===== src/rtl/iptc_pkg.sv =====
/*
 interrupt priority and trap control: register map, field positions, reset values.
 assumes a single 250 MHz clock and a plain one-cycle register port.
*/
// Operation
// [RULE1] cpu level low bits at status 7:5
// [RULE2] top level bit not settable by software
// [RULE3] effective level is top bit over low
// [RULE4] low 111 blocks all user interrupts
// [RULE5] nesting off freezes low level bits
// [RULE6] top bit reads one above seven
// [RULE7] overflow trap enables for accumulators a,b
// [RULE8] catastrophic overflow flags for a and b
// [RULE9] bad shift flag on shift error
// [RULE10] zero divide flag on divide trap
// [RULE11] stack fault flag on stack trap
// [RULE12] oscillator loss flag on failure trap
// [RULE13] edge select per external interrupt, 1 falling
// [RULE14] flag reads one after request occurred
// [RULE15] flag word zero bit layout fixed
// [RULE16] unimplemented bits ignore writes, read zero
// [RULE17] flags stay set until software clears
// [RULE18] alternate vector table select bit
// [RULE19] control one holds nesting and traps
// [RULE20] trap flags sticky until written zero
// [RULE21] nesting off blocks preemption of handler
package iptc_pkg;
   localparam logic [2:0] IPTC_ADDR_STATUS = 3'h0;
   localparam logic [2:0] IPTC_ADDR_CORE = 3'h1;
   localparam logic [2:0] IPTC_ADDR_CTL1 = 3'h2;
   localparam logic [2:0] IPTC_ADDR_CTL2 = 3'h3;
   localparam logic [2:0] IPTC_ADDR_FLAGS0 = 3'h4;
   localparam logic [2:0] IPTC_ADDR_ACTIVE = 3'h5;
   localparam int IPTC_LVL_LO = 5;
   localparam int IPTC_LVL_TOP = 3;
   localparam int IPTC_NEST = 15;
   localparam int IPTC_COVA = 12;
   localparam int IPTC_COVB = 11;
   localparam int IPTC_ACC_A_OVF_TRAP_EN = 10;
   localparam int IPTC_ACC_B_OVF_TRAP_EN = 9;
   localparam int IPTC_SHIFT = 7;
   localparam int IPTC_DIV0 = 6;
   localparam int IPTC_STK = 2;
   localparam int IPTC_OSC = 1;
   localparam int IPTC_ALT = 15;
   localparam logic [15:0] IPTC_CTL1_MASK = 16'h9ec6;
   localparam logic [15:0] IPTC_CTL2_MASK = 16'h8007;
   localparam logic [15:0] IPTC_FLAGS0_MASK = 16'h3fef;
   localparam logic [2:0] IPTC_LVL_RST = 3'h0;
   localparam logic [15:0] IPTC_REG_RST = 16'h0000;
   localparam logic [2:0] IPTC_LVL_FULL = 3'h7;
   localparam logic [3:0] IPTC_LVL_USER_MAX = 4'h7;
   localparam int IPTC_NSRC = 14;

   typedef struct packed {
      logic [2:0] addr;
      logic [15:0] wdata;
      logic wr;
      logic rd;
   } iptc_bus_t;

   typedef struct packed {
      logic cova;
      logic covb;
      logic shift;
      logic div0;
      logic stk;
      logic osc;
   } iptc_trap_t;
endpackage : iptc_pkg


===== src/rtl/iptc_flag_bit.sv =====
/*
 one sticky flag bit: hardware set, software write, set wins.
 assumes set and write enables are synchronous to the clock.
*/
`timescale 1ns/1ns
module iptc_flag_bit (
   input wire logic SYS_CLK,
   input wire logic RESETN,
   input wire logic set_i,
   input wire logic wr_i,
   input wire logic wdata_i,
   output logic flag_o
);
   logic flag_reg;
   // a request in the clear cycle must survive
   always_ff @(posedge SYS_CLK or negedge RESETN) begin
      if (!RESETN) begin
         flag_reg <= 1'b0;
      end else if (set_i) begin
         flag_reg <= 1'b1; // [RULE17]
      end else if (wr_i) begin
         flag_reg <= wdata_i;
      end
   end
   assign flag_o = flag_reg;
endmodule : iptc_flag_bit


===== src/rtl/iptc_top.sv =====
/*
 interrupt priority, trap flag and edge control registers with flag word zero.
 assumes the core reports trap causes, level pushes and handler entry/exit as one-cycle pulses.
*/
// The placing of the registers and the address-and-strobe port were left to the implementer.
`timescale 1ns/1ns
module iptc_top (
   input wire logic SYS_CLK,
   input wire logic RESETN,
   input wire logic [2:0] ADDR,
   input wire logic [15:0] WDATA,
   input wire logic WR,
   input wire logic RD,
   output logic [15:0] RDATA,
   input wire iptc_pkg::iptc_trap_t TRAP_CAUSE,
   input wire logic [13:0] SRC_REQ,
   input wire logic TRAP_ENTER,
   input wire logic TRAP_EXIT,
   input wire logic HANDLER_ENTER,
   input wire logic HANDLER_EXIT,
   input wire logic [2:0] HANDLER_LEVEL,
   output logic [3:0] CPU_LEVEL,
   output logic USER_BLOCKED,
   output logic PREEMPT_ALLOWED,
   output logic ACC_A_OVF_TRAP_EN,
   output logic ACC_B_OVF_TRAP_EN,
   output logic ALT_TABLE_SELECT,
   output logic [2:0] EXT_EDGE_SEL,
   output logic [13:0] FLAGS
);
   import iptc_pkg::*;

   iptc_bus_t bus;
   logic [2:0] cpu_level_low_reg;
   logic cpu_level_top_reg;
   logic [15:0] ctl1_reg;
   logic [15:0] ctl2_reg;
   logic [13:0] flag_vec;
   logic [15:0] rdata_reg;
   logic [15:0] rdata_next;
   logic in_handler_reg;
   logic [3:0] cpu_level_reg;
   logic user_blocked_reg;
   logic preempt_reg;
   logic [2:0] edge_reg;
   logic [13:0] flags_out_reg;
   logic alt_reg;
   logic ova_reg;
   logic ovb_reg;
   logic [15:0] trap_set;
   logic wr_ctl1;
   logic nesting_off;

   typedef enum logic [1:0] {
      IPTC_IDLE = 2'b01,
      IPTC_BUSY = 2'b10
   } iptc_state_t;
   iptc_state_t state_reg;

   assign bus = '{addr: ADDR, wdata: WDATA, wr: WR, rd: RD};
   assign nesting_off = ctl1_reg[IPTC_NEST];
   assign wr_ctl1 = bus.wr && (bus.addr == IPTC_ADDR_CTL1);

   // cpu level low bits: software write unless nesting off, core pushes on handler entry
   always_ff @(posedge SYS_CLK or negedge RESETN) begin
      if (!RESETN) begin
         cpu_level_low_reg <= IPTC_LVL_RST;
      end else if (HANDLER_ENTER) begin
         cpu_level_low_reg <= HANDLER_LEVEL; // [RULE1]
      end else if (bus.wr && bus.addr == IPTC_ADDR_STATUS && !nesting_off) begin // [RULE5]
         cpu_level_low_reg <= bus.wdata[IPTC_LVL_LO +: 3]; // [RULE1]
      end
   end

   // top level bit only moves with trap entry/exit, never from software
   always_ff @(posedge SYS_CLK or negedge RESETN) begin
      if (!RESETN) begin
         cpu_level_top_reg <= 1'b0;
      end else if (TRAP_ENTER) begin
         cpu_level_top_reg <= 1'b1; // [RULE2]
      end else if (TRAP_EXIT) begin
         cpu_level_top_reg <= 1'b0; // [RULE2]
      end
   end

   // trap flags sticky; writes of one to a trap flag are allowed but set still wins
   always_comb begin
      trap_set = 16'h0000;
      trap_set[IPTC_COVA] = TRAP_CAUSE.cova; // [RULE8]
      trap_set[IPTC_COVB] = TRAP_CAUSE.covb; // [RULE8]
      trap_set[IPTC_SHIFT] = TRAP_CAUSE.shift; // [RULE9]
      trap_set[IPTC_DIV0] = TRAP_CAUSE.div0; // [RULE10]
      trap_set[IPTC_STK] = TRAP_CAUSE.stk; // [RULE11]
      trap_set[IPTC_OSC] = TRAP_CAUSE.osc; // [RULE12]
   end

   always_ff @(posedge SYS_CLK or negedge RESETN) begin
      if (!RESETN) begin
         ctl1_reg <= IPTC_REG_RST;
      end else if (wr_ctl1) begin
         ctl1_reg <= ((bus.wdata & IPTC_CTL1_MASK) | trap_set); // [RULE19] [RULE16] [RULE20]
      end else begin
         ctl1_reg <= ctl1_reg | trap_set; // [RULE20]
      end
   end

   always_ff @(posedge SYS_CLK or negedge RESETN) begin
      if (!RESETN) begin
         ctl2_reg <= IPTC_REG_RST;
      end else if (bus.wr && bus.addr == IPTC_ADDR_CTL2) begin
         ctl2_reg <= bus.wdata & IPTC_CTL2_MASK; // [RULE13] [RULE18] [RULE16]
      end
   end

   // flag word zero; bit 4 has no source and stays zero
   genvar g;
   generate
      for (g = 0; g < IPTC_NSRC; g = g + 1) begin : g_flag
         if (IPTC_FLAGS0_MASK[g]) begin : g_impl
            iptc_flag_bit u_flag (
               .SYS_CLK(SYS_CLK),
               .RESETN(RESETN),
               .set_i(SRC_REQ[g]),
               .wr_i(bus.wr && bus.addr == IPTC_ADDR_FLAGS0),
               .wdata_i(bus.wdata[g]),
               .flag_o(flag_vec[g])
            ); // [RULE14] [RULE15] [RULE17]
         end else begin : g_none
            assign flag_vec[g] = 1'b0; // [RULE16]
         end
      end
   endgenerate

   // handler tracking for nesting control
   always_ff @(posedge SYS_CLK or negedge RESETN) begin
      if (!RESETN) begin
         state_reg <= IPTC_IDLE;
      end else begin
         case (state_reg)
            IPTC_IDLE: begin
               if (HANDLER_ENTER) begin
                  state_reg <= IPTC_BUSY;
               end
            end
            IPTC_BUSY: begin
               if (HANDLER_EXIT) begin
                  state_reg <= IPTC_IDLE;
               end
            end
            default: begin
               state_reg <= IPTC_IDLE;
            end
         endcase
      end
   end
   assign in_handler_reg = (state_reg == IPTC_BUSY);

   // registered status outputs
   always_ff @(posedge SYS_CLK or negedge RESETN) begin
      if (!RESETN) begin
         cpu_level_reg <= 4'h0;
         user_blocked_reg <= 1'b0;
         preempt_reg <= 1'b1;
      end else begin
         cpu_level_reg <= {cpu_level_top_reg, cpu_level_low_reg}; // [RULE3]
         user_blocked_reg <= cpu_level_top_reg || (cpu_level_low_reg == IPTC_LVL_FULL); // [RULE3] [RULE4]
         preempt_reg <= !(nesting_off && in_handler_reg); // [RULE21]
      end
   end

   always_ff @(posedge SYS_CLK or negedge RESETN) begin
      if (!RESETN) begin
         ova_reg <= 1'b0;
         ovb_reg <= 1'b0;
         alt_reg <= 1'b0;
         edge_reg <= 3'h0;
         flags_out_reg <= 14'h0000;
      end else begin
         ova_reg <= ctl1_reg[IPTC_ACC_A_OVF_TRAP_EN]; // [RULE7]
         ovb_reg <= ctl1_reg[IPTC_ACC_B_OVF_TRAP_EN]; // [RULE7]
         alt_reg <= ctl2_reg[IPTC_ALT]; // [RULE18]
         edge_reg <= ctl2_reg[2:0]; // [RULE13]
         flags_out_reg <= flag_vec;
      end
   end

   // read mux; unmapped offsets read zero
   always_comb begin
      rdata_next = 16'h0000;
      case (bus.addr)
         IPTC_ADDR_STATUS: rdata_next[IPTC_LVL_LO +: 3] = cpu_level_low_reg;
         IPTC_ADDR_CORE: rdata_next[IPTC_LVL_TOP] = ({cpu_level_top_reg, cpu_level_low_reg} > IPTC_LVL_USER_MAX); // [RULE6]
         IPTC_ADDR_CTL1: rdata_next = ctl1_reg & IPTC_CTL1_MASK; // [RULE16]
         IPTC_ADDR_CTL2: rdata_next = ctl2_reg & IPTC_CTL2_MASK;
         IPTC_ADDR_FLAGS0: rdata_next = {2'b00, flag_vec}; // [RULE14]
         IPTC_ADDR_ACTIVE: rdata_next[0] = in_handler_reg;
         default: rdata_next = 16'h0000;
      endcase
   end

   always_ff @(posedge SYS_CLK or negedge RESETN) begin
      if (!RESETN) begin
         rdata_reg <= 16'h0000;
      end else if (bus.rd) begin
         rdata_reg <= rdata_next;
      end else begin
         rdata_reg <= 16'h0000;
      end
   end

   assign RDATA = rdata_reg;
   assign CPU_LEVEL = cpu_level_reg;
   assign USER_BLOCKED = user_blocked_reg;
   assign PREEMPT_ALLOWED = preempt_reg;
   assign ACC_A_OVF_TRAP_EN = ova_reg;
   assign ACC_B_OVF_TRAP_EN = ovb_reg;
   assign ALT_TABLE_SELECT = alt_reg;
   assign EXT_EDGE_SEL = edge_reg;
   assign FLAGS = flags_out_reg;
endmodule : iptc_top


===== config.mk =====
export PLATFORM = sky130hd
export DESIGN_NAME = iptc_top
export DESIGN_NICKNAME = d
export VERILOG_FILES = /design/src/rtl/iptc_pkg.sv /design/src/rtl/iptc_flag_bit.sv /design/src/rtl/iptc_top.sv
export SDC_FILE = /design/constraint.sdc
export NUM_CORES = 1
export LEC_CHECK = 0
export ABC_AREA = 1
export ABC_CLOCK_PERIOD_IN_PS = 2650
export BUFFER_PORTS_ARGS = -buffer_cell sky130_fd_sc_hd__buf_2
export CAP_MARGIN = 40
export CORE_UTILIZATION = 29
export DETAILED_ROUTE_END_ITERATION = 8
export HOLD_SLACK_MARGIN = 0.02
export PLACE_DENSITY = 0.56
export SYNTH_ARGS = -nofsm -noshare
export SYNTH_HDL_FRONTEND = slang
export SYNTH_SLANG_ARGS = --single-unit
export TNS_END_PERCENT = 50

===== constraint.sdc =====
create_clock -name SYS_CLK -period 2.65 [get_ports SYS_CLK]
set_clock_uncertainty 0.2 [all_clocks]
set_input_delay 0.3975 -clock SYS_CLK [delete_from_list [all_inputs] [get_ports SYS_CLK]]
set_output_delay 0.3975 -clock SYS_CLK [all_outputs]
set_load 0.01 [all_outputs]

==> run metrics, run 1 <==
clock input transition at the sequential cells of the worst setup and hold paths 0.07 ns; # placed instances 489; cells resized by post-CTS repair 0; worst min path class primary input to flop; setup repair after global routing missed its margin false; Worst Setup SP PREEMPT_ALLOWED$_DFF_PN1_; CTS HTree Levels 3; class of the most critical setup path flop to output pin; critical path arrival 0.98 ns; number of maximum-capacitance constraint violations 0; proportion of power drawn by flip-flops and latches 51.5%; count of final hold-check violations 0; vias after detailed routing 2,161; CTS tree built; maximum number of pins on one net before global-route repair 38; Gate power share 11.1%; Clock Sink Count 71; multi-input gate area in the final layout 802.0 µm²; net switching fraction of the power 24.90%; effective utilization at floorplan 30.07%; wire length per cell after detailed routing 13.11 µm; Worst Hold Margin 0.04882 ns; final instance count without filler cells 506; insertion delay of the later-clocked pin in the worst-skew pair 0.34 ns; x dimension of the die 99.89 µm; Critical Path RT 2.05 ns; part of the power in the clock network 37.5%; final worst-path cycle share 59.40%; internal cell power 0.001787 W; first-pass GRT wire length 10.85 mm; element type at the critical path start flop; Crit path largest cell delay 0.52 ns; max reg flops 14; Vias per Instance 4.271; Synth cell types 25; leakage component of the power 1.822 nW; #FFs+latches synth 71; die span in y 99.89 µm; Cell Area, Synth 2779 µm²; number of buffers added by the clock tree synthesis step 9; synth warn 0; post-synthesis cell count 279; die outline area 9978 µm²; residual DRC count 0; register area 1779 µm²; kind of end point of the critical path output pin; hold_sp TRAP_EXIT; Total Power 0.002379 W; share of layout cells above drive strength 1 31.56%; Max Root-Sink Buffers 2; number of global-route vias before repair 2,182; crit-path leading delay family flip-flops; sum of overflow across all layers after global routing 0; GRT Overall Usage 14.44%; Post-DP HPWL 4.869 mm; number of nets in the finished design 422; Root Buffer sky130_fd_sc_hd__clkbuf_8; DRC marker count from the first detailed-route iteration 98; peak supply drop 203.8 µV; critical path, cell by cell buf_2; minimum clock period 1.574 ns; CP max stage cell sky130_fd_sc_hd__dfstp_2; outcome complete, no violations; placeable core region 9240 µm²; number of inserted diodes 0; switching power 0.0005923 W; upper clock frequency limit 635.2 MHz; number of antenna violations at the first check in global routing 0; sum of buffers and inverters on the critical path 1; fill count 977; share of synthesized area occupied by flip-flops and latches 64.03%; number of rows in the core area 35; top-level port count 92; Pwr per Cell Area 670.7 nW/µm²; count of nets left with antenna violations after detail routing 0; sum of routed wire length over all layers 6.632 mm; final setup fails 0; port buffer count 85; reg2reg start state_reg[0]$_DFFE_PN1P_; Avg Synthesized Cell Area 9.960 µm²; 1st-pass router iterations 4; Setup TNS Final 0 ns; Area growth syn-to-layout 27.65%; routability-driven placement congestion ratio 0.7537; largest fanout on the critical path 1; final max-slew violation count 0
## synthesized netlist by cell type (all sizes together)
cell type  instances  area, µm²
a21oi              8      40.04
buf                8      72.56
clkinv             1      3.750
conb               1      3.750
dfrtp             69       1727
dfstp              2      52.55
inv               33      128.9
nand2             85      339.1
nand3             33      175.2
nand4              4      25.02
nor2              15      95.09
nor3               1      16.27
o21ai             16      80.08
o21bai             1      7.510
o22ai              1      6.260
or2                1      6.260
## layout by cell type, fill, tap and decap left out, types with 3 or more instances in the layout
cell,count
sky130_fd_sc_hd__conb_1,3
sky130_fd_sc_hd__nand2_1,81
sky130_fd_sc_hd__o21ai_0,16
sky130_fd_sc_hd__a21oi_1,8
sky130_fd_sc_hd__buf_2,85
sky130_fd_sc_hd__nand4_1,4
sky130_fd_sc_hd__dfrtp_1,69
sky130_fd_sc_hd__nor2_1,11
sky130_fd_sc_hd__nand3_1,31
sky130_fd_sc_hd__clkbuf_8,12
sky130_fd_sc_hd__inv_1,30
sky130_fd_sc_hd__nor2_4,3
## stage by stage
stage	worst slack (ns)	utilization, %	instance area [µm²]
CTS	1.059	38.39	3547
detailed placement	0.8122	36.02	3328
finish	1.076	38.39	3547
global placement	0.8551	36.02	3328
floorplan	1.205	-	2786
global route	1.039	38.39	3547
## repair_timing
| item | in CTS | in global routing |
|---|---|---|
| hold buffers | 1 | 0 |
| buffers inserted | 0 | 0 |
| hold endpoints to repair | 12 | 0 |
## area by class of cell
cell class	instances	share of cell area (%)
multi-input cells	168	22.61
repair buffers	88	13.05
clock inverters	3	1.129
inverters	34	3.739
flip-flops and latches	71	50.16
well taps	129	4.550
clock buffers	13	4.762
## power by group through the flow
| stage | combinational (W) | clock, W | sequential (W) |
|---|---|---|---|
| global route | 0.000304 | 0.000969 | 0.00124 |
| CTS | 0.000270 | 0.000927 | 0.00123 |
| global placement | 0.000261 | 0 | 0.00125 |
| detailed placement | 0.000268 | 0 | 0.00125 |
| finish | 0.000264 | 0.000891 | 0.00122 |
| floorplan | 0.000113 | 0 | 0.00126 |
## metal layers
metal / share of wire, % / global-route usage [%]
met1: 44 / 18.08
met2: 48 / 23.87
met3: 6.4 / 3.482
met4: 1.6 / 6.109
met5: 0 / 0
## final timing paths
path                                               endpoint  slack [ns]  cells after the start
min reg2reg                              FLAGS[5]$_DFF_PN0_        0.20                      0
min                           cpu_level_top_reg$_DFFE_PN0P_        0.05                      2
max in group asynchronous            ctl1_reg[11]$_DFF_PN0_        1.31                      3
max                                         PREEMPT_ALLOWED        1.08                      1
max reg2reg                              RDATA[0]$_DFF_PN0_        1.46                      5
min in group asynchronous  cpu_level_low_reg[2]$_DFFE_PN0P_        0.33                      2
## cell families after synthesis
kind of cell / Yosys count / synth area share [%]
buf+inv: 42 / 7.384
simple gates: 139 / 23.64
other cells: 1 / 0.1349
flops: 71 / 64.03
compound gates: 26 / 4.818
Note: power is estimated with default switching activity, not from simulation.
==> inputs of run 2 (changes only) <==
- ABC_AREA: 1 -> 0
- ABC_CLOCK_PERIOD_IN_PS: 2650 -> 1390
- PLACE_DENSITY: 0.56 -> 0.58
- clock period: 2.65 -> 1.39 ns (I/O delays scaled with it)
==> run metrics, run 2 <==
setup slack, reg-to-reg 0.21 ns (was 1.46 ns); number of global-route vias before repair 2,185 (was 2,182); Post-DP HPWL 4.622 mm (was 4.869 mm); GRT Overall Usage 14.85% (was 14.44%); number of buffers added by the clock tree synthesis step 9 (unchanged); critical path arrival 0.97 ns (was 0.98 ns); most instantiated library cell after synthesis sky130_fd_sc_hd__dfrtp_1 (was sky130_fd_sc_hd__nand2_1); #FFs+latches synth 71 (unchanged); final setup fails 0 (unchanged); element type at the critical path start flop (unchanged); asr flop ratio synth 100.0% (unchanged); number of inserted diodes 0 (unchanged); proportion of power drawn by flip-flops and latches 45.2% (was 51.5%); Post-CTS Repair Setup Buffers 0 (unchanged); number of antenna violations at the first check in global routing 0 (unchanged); 1st-pass router iterations 4 (unchanged); residual DRC count 0 (unchanged); count of nets left with antenna violations after detail routing 0 (unchanged); Synth cell types 34 (was 25); final max-slew violation count 0 (unchanged); max reg flops 14 (unchanged); leakage component of the power 1.775 nW (was 1.822 nW); minimum clock period 1.375 ns; crit-path leading delay family flip-flops (unchanged); placed standard-cell area 3306 µm² (was 3328 µm²); Synth top area share 65.50% (was 62.13%); insertion delay of the later-clocked pin in the worst-skew pair 0.35 ns (was 0.34 ns); CP max stage cell sky130_fd_sc_hd__dfstp_2 (unchanged); number of rows in the core area 34 (was 35); post-synthesis cell count 215 (was 279); setup repair after global routing missed its margin true (was false); port buffer count 85 (unchanged); critical path, cell by cell buf_6 (was buf_2); die outline area 9476 µm² (was 9978 µm²); sum of overflow across all layers after global routing 0 (unchanged); outcome complete, no violations (unchanged); R2R depth 4 (was 5); x dimension of the die 97.35 µm (was 99.89 µm); internal cell power 0.003943 W (was 0.001787 W); Pwr per Cell Area 1285 nW/µm² (was 670.7 nW/µm²); CTS tree built (unchanged); sum of routed wire length over all layers 6.522 mm (was 6.632 mm); post-layout instance area 3989 µm² (was 3547 µm²); kind of end point of the critical path output pin (unchanged); upper clock frequency limit 727.2 MHz; vias after detailed routing 2,156 (was 2,161); net switching fraction of the power 23.06% (was 24.90%); wire length per cell after detailed routing 13.73 µm (was 13.11 µm); DRC marker count from the first detailed-route iteration 52 (was 98); count of final hold-check violations 0 (unchanged); placeable core region 8763 µm² (was 9240 µm²); number of instances on the worst hold path 3 (was 2); Gate power share 12.1% (was 11.1%); worst min path class primary input to flop (unchanged); Total Power 0.005125 W (was 0.002379 W); cell taking the most area after synthesis sky130_fd_sc_hd__dfrtp_1 (unchanged); dominant cells by area after synthesis sky130_fd_sc_hd__dfrtp_1 (65%), sky130_fd_sc_hd__a21oi_1 (4.4%), sky130_fd_sc_hd__nor2_1 (4.0%) (was sky130_fd_sc_hd__dfrtp_1 (62%), sky130_fd_sc_hd__nand2_1 (11%), sky130_fd_sc_hd__nand3_1 (5.6%)); commonest cells in the netlist sky130_fd_sc_hd__dfrtp_1 (69), sky130_fd_sc_hd__nor2_1 (28), sky130_fd_sc_hd__a21oi_1 (23), sky130_fd_sc_hd__nor3_1 (20), sky130_fd_sc_hd__buf_2 (7) (was sky130_fd_sc_hd__nand2_1 (81), sky130_fd_sc_hd__dfrtp_1 (69), sky130_fd_sc_hd__nand3_1 (31), sky130_fd_sc_hd__inv_1 (30), sky130_fd_sc_hd__o21ai_0 (16)); top-level port count 92 (unchanged); clock input transition at the sequential cells of the worst setup and hold paths 0.08 ns (was 0.07 ns); Max Root-Sink Buffers 2 (unchanged); synth warn 0 (unchanged); Post-synth top flop sky130_fd_sc_hd__dfrtp_1 (unchanged); number of maximum-capacitance constraint violations 0 (unchanged); share of synthesized area occupied by flip-flops and latches 67.49% (was 64.03%); Critical Path RT 0.98 ns (was 2.05 ns); peak supply drop 493.1 µV (was 203.8 µV); Area growth syn-to-layout 51.31% (was 27.65%); fill count 853 (was 977); commonest non-fill, non-tap cells in the layout sky130_fd_sc_hd__buf_2 (83), sky130_fd_sc_hd__dfrtp_1 (69), sky130_fd_sc_hd__dlygate4sd3_1 (41) (was sky130_fd_sc_hd__buf_2 (85), sky130_fd_sc_hd__nand2_1 (81), sky130_fd_sc_hd__dfrtp_1 (69)); first-pass GRT wire length 10.71 mm (was 10.85 mm); class of the most critical setup path flop to output pin (unchanged); Avg Synthesized Cell Area 12.26 µm² (was 9.960 µm²); die span in y 97.35 µm (was 99.89 µm); FF-to-FF End cpu_level_low_reg[2]$_DFFE_PN0P_ (was RDATA[0]$_DFF_PN0_); CTS HTree Levels 3 (unchanged); Clock Sink Count 71 (unchanged); switching power 0.001182 W (was 0.0005923 W); maximum number of pins on one net before global-route repair 26 (was 38); most frequent standard cell in the layout excluding fill and tap cells sky130_fd_sc_hd__buf_2 (unchanged); Crit path largest cell delay 0.53 ns (was 0.52 ns); largest fanout on the critical path 1 (unchanged); effective utilization at floorplan 30.08% (was 30.07%); part of the power in the clock network 42.7% (was 37.5%); number of nets in the finished design 412 (was 422); hold_sp ADDR[1] (was TRAP_EXIT); reg2reg start ctl1_reg[15]$_DFFE_PN0P_ (was state_reg[0]$_DFFE_PN1P_); Vias per Instance 4.539 (was 4.271); hold worst-path end RDATA[3]$_DFF_PN0_ (was cpu_level_top_reg$_DFFE_PN0P_); Cell Area, Synth 2636 µm² (was 2779 µm²); EDFF count, synth 0 (unchanged); final worst-path cycle share 98.93%; share of layout cells above drive strength 1 35.15% (was 31.56%); sum of buffers and inverters on the critical path 1 (unchanged); Root Buffer sky130_fd_sc_hd__clkbuf_8 (unchanged); routability-driven placement congestion ratio 0.7559 (was 0.7537)
==> run 2: cell types whose count changed in the layout (fill, tap and decap cells not counted), moves of 17 or more <==
cell	previous run	this run
sky130_fd_sc_hd__dlygate4sd3_1	1	41
sky130_fd_sc_hd__buf_4	1	19
sky130_fd_sc_hd__nand3_1	31	4
sky130_fd_sc_hd__nor2_1	11	28
sky130_fd_sc_hd__inv_1	30	3
sky130_fd_sc_hd__nand2_1	81	3
sky130_fd_sc_hd__nor3_1	0	20
==> run 2: area by class of cell <==
cell class / count / area, µm² / area share [%]
Sequential cell: 71 / 1779 / 44.60
Timing Repair Buffer: 146 / 1020 / 25.56
Multi-Input combinational cell: 131 / 777.0 / 19.48
Clock inverter: 7 / 142.6 / 3.576
Tap cell: 108 / 135.1 / 3.388
Clock buffer: 9 / 123.9 / 3.105
Inverter: 3 / 11.26 / 0.2823
==> run 2: power by group through the flow <==
stage	clock network, W	logic (W)	registers, W
after floorplan	0	0.000193	0.00238
after global placement	0	0.000530	0.00235
after detailed placement	0	0.000536	0.00236
after CTS	0.00222	0.000630	0.00232
after global routing	0.00234	0.000684	0.00234
final	0.00219	0.000621	0.00232
==> run 2: worst max path at each step <==
stage	slack, ns	from	cells after the start	endpoint
after detailed placement	-0.06	ADDR[2]	4	ctl2_reg[15]$_DFFE_PN0P_
after CTS	-0.003	PREEMPT_ALLOWED$_DFF_PN1_	1	PREEMPT_ALLOWED
after global placement	-0.07	ADDR[2]	4	ctl2_reg[15]$_DFFE_PN0P_
after floorplan	0.03	ADDR[1]	4	cpu_level_low_reg[0]$_DFFE_PN0P_
final	0.01	PREEMPT_ALLOWED$_DFF_PN1_	1	PREEMPT_ALLOWED
after global routing	-0.01	PREEMPT_ALLOWED$_DFF_PN1_	1	PREEMPT_ALLOWED
==> run 2: routing by layer <==
layer,track usage [%],vias to the layer above,part of all wire (%)
met4,5.769,0,1.5
met1,17.99,1046,43
met5,0,-,0
met3,4.604,9,6.2
li1,-,1041,-
met2,24.76,60,50
==> run 2: metrics by stage <==
stage | util [%] | instances | hold WS, ns | setup TNS (ns) | setup WS [ns]
3_3_place_gp | 37.72 | 418 | -0.04889 | -0.3681 | -0.06605
4_1_cts | 45.52 | 475 | 0.02061 | -0.003016 | -0.003016
3_5_place_dp | 37.72 | 418 | -0.05148 | -0.3585 | -0.05564
5_1_grt | 45.52 | 475 | 0.02361 | -0.01416 | -0.01416
6_report | 45.52 | 475 | 0.03129 | 0 | 0.01488
2_1_floorplan | - | 217 | -0.2871 | 0 | 0.03052
==> run 2: kinds of logic after synthesis <==
family	count (synthesis)	share of synthesized area, %
AO/OA/AOI/OAI	41	9.112
buffers and inverters	15	3.322
flip-flops	71	67.49
multiplexers	13	5.363
other	1	0.1422
AND/OR/NAND/NOR	74	14.57
==> run 2: what timing repair did <==
action | CTS | global route
endpoints found under the setup margin | 1 | 1
hold buffers | 41 | 0
resized for setup | 1 | 0
endpoints found under the hold margin | 105 | 0
==> inputs of run 3 (changes only) <==
- ABC_CLOCK_PERIOD_IN_PS: 1390 -> 1500
- PLACE_DENSITY: 0.58 -> 0.56
- clock period: 1.39 -> 1.5 ns (I/O delays scaled with it)
==> run metrics, run 3 (synthesized netlist as in run 2, its figures left out) <==
placeable core region 8763 µm² (unchanged); die outline area 9476 µm² (unchanged); Post-DP HPWL 4.621 mm (was 4.622 mm); element type at the critical path start flop (unchanged); most frequent standard cell in the layout excluding fill and tap cells sky130_fd_sc_hd__buf_2 (unchanged); reg2reg start ctl1_reg[15]$_DFFE_PN0P_ (unchanged); clock input transition at the sequential cells of the worst setup and hold paths 0.07 ns (was 0.08 ns); Worst Setup SP PREEMPT_ALLOWED$_DFF_PN1_ (unchanged); placed standard-cell area 3276 µm² (was 3306 µm²); Vias per Instance 4.552 (was 4.539); number of maximum-capacitance constraint violations 0 (unchanged); DRC marker count from the first detailed-route iteration 73 (was 52); sum of overflow across all layers after global routing 0 (unchanged); port buffer count 85 (unchanged); count of nets left with antenna violations after detail routing 0 (unchanged); Pwr per Cell Area 1098 nW/µm² (was 1285 nW/µm²); GRT Overall Usage 14.78% (was 14.85%); max reg flops 14 (unchanged); hold_sp HANDLER_ENTER (was ADDR[1]); Critical Path RT 1.07 ns (was 0.98 ns); final max-slew violation count 0 (unchanged); routability-driven placement congestion ratio 0.7352 (was 0.7559); setup repair after global routing missed its margin false (was true); die span in y 97.35 µm (unchanged); top-level port count 92 (unchanged); upper clock frequency limit 716.5 MHz; number of inserted diodes 0 (unchanged); wire length per cell after detailed routing 13.91 µm (was 13.73 µm); count of final hold-check violations 0 (unchanged); final setup fails 0 (unchanged); share of layout cells above drive strength 1 34.16% (was 35.15%); number of rows in the core area 34 (unchanged); CTS tree built (unchanged); leakage component of the power 1.727 nW (was 1.775 nW); insertion delay of the later-clocked pin in the worst-skew pair 0.34 ns (was 0.35 ns); Area growth syn-to-layout 47.75% (was 51.31%); class of the most critical setup path flop to output pin (unchanged); vias after detailed routing 2,144 (was 2,156); final worst-path cycle share 93.04%; Total Power 0.004278 W (was 0.005125 W); number of buffers added by the clock tree synthesis step 9 (unchanged); 1st-pass router iterations 4 (unchanged); commonest non-fill, non-tap cells in the layout sky130_fd_sc_hd__buf_2 (84), sky130_fd_sc_hd__dfrtp_1 (69), sky130_fd_sc_hd__dlygate4sd3_1 (41) (was sky130_fd_sc_hd__buf_2 (83), sky130_fd_sc_hd__dfrtp_1 (69), sky130_fd_sc_hd__dlygate4sd3_1 (41)); Max Root-Sink Buffers 2 (unchanged); CTS HTree Levels 3 (unchanged); minimum clock period 1.396 ns; number of global-route vias before repair 2,181 (was 2,185); first-pass GRT wire length 10.63 mm (was 10.71 mm); largest fanout on the critical path 1 (unchanged); peak supply drop 383.3 µV (was 493.1 µV); worst min path class primary input to flop (unchanged); outcome complete, no violations (unchanged); utilization after layout 44.45% (was 45.52%); sum of buffers and inverters on the critical path 1 (unchanged); critical path, cell by cell buf_2 (was buf_6); Root Buffer sky130_fd_sc_hd__clkbuf_8 (unchanged); CP max stage cell sky130_fd_sc_hd__dfstp_2 (unchanged); number of nets in the finished design 408 (was 412); maximum number of pins on one net before global-route repair 31 (was 26); effective utilization at floorplan 30.08% (unchanged); number of antenna violations at the first check in global routing 0 (unchanged); crit-path leading delay family flip-flops (unchanged); Crit path largest cell delay 0.52 ns (was 0.53 ns); Clock Sink Count 71 (unchanged); post-layout instance area 3895 µm² (was 3989 µm²); residual DRC count 0 (unchanged); Setup TNS Final 0 ns (unchanged); sum of routed wire length over all layers 6.550 mm (was 6.522 mm); x dimension of the die 97.35 µm (unchanged); kind of end point of the critical path output pin (unchanged); critical path arrival 0.97 ns (about the same)
==> run 3: changes by cell type in the layout (fill, tap and decap cells not counted) <==
cell	change
sky130_fd_sc_hd__clkinv_2	+1
sky130_fd_sc_hd__bufinv_16	-3
sky130_fd_sc_hd__inv_6	-2
sky130_fd_sc_hd__clkbuf_8	+3
sky130_fd_sc_hd__clkbuf_1	+1
sky130_fd_sc_hd__buf_4	-4
sky130_fd_sc_hd__buf_6	-1
sky130_fd_sc_hd__buf_2	+1
==> run 3: worst min-delay path, delay by kind of cell <==
family / cells / cell delay (ns)
buffers and inverters: 1 / 0.14
AO/OA/AOI/OAI: 1 / 0.10
AND/OR/NAND/NOR: 1 / 0.08
==> run 3: per-stage QoR <==
stage,worst slack (ns),hold slack [ns],cells
CTS,0.08628,0.04894,471
global placement,-0.005075,-0.01529,414
detailed placement,0.006736,-0.01554,414
floorplan,0.1240,-0.2706,217
global route,0.06642,0.07940,471
finish,0.1044,0.06160,471
==> run 3: cell type report <==
type	count	area (µm²)
Tap cell	108	135.1
Sequential cell	71	1779
Multi-Input combinational cell	131	777.0
Inverter	3	11.26
Clock buffer	13	168.9
Clock inverter	3	40.04
Fill cell	850	4868
Timing Repair Buffer	142	983.4
==> run 3: metal layers <==
layer / track usage (%) / vias to the layer above / wire [µm]
met4: 5.995 / 0 / 110
met5: 0 / - / 0
met2: 24.00 / 67 / 3171
met1: 17.99 / 1031 / 2864
met3: 5.108 / 10 / 404
li1: - / 1036 / -
==> run 3: power breakdown <==
part	total, W	internal (W)	switching, W
Sequential	0.00215	0.00207	0.0000837
Combinational	0.000551	0.000289	0.000262
Clock	0.00157	0.000900	0.000674
Total	0.00428	0.00326	0.00102
==> run 3: repair_timing <==
item,4_1_cts,5_1_grt
buffers inserted,0,0
hold endpoints to repair,106,0
endpoints found under the setup margin,0,0
hold buffers,41,0
resized for setup,0,0
==> run 3: final timing paths <==
check | end | slack [ns] | cells past startpoint
max | PREEMPT_ALLOWED | 0.10 | 1
min | state_reg[1]$_DFFE_PN0P_ | 0.06 | 3
max reg2reg | cpu_level_low_reg[1]$_DFFE_PN0P_ | 0.18 | 3
min reg2reg | FLAGS[8]$_DFF_PN0_ | 0.20 | 0
max in group asynchronous | RDATA[12]$_DFF_PN0_ | 0.48 | 3
min in group asynchronous | FLAGS[7]$_DFF_PN0_ | 0.16 | 2
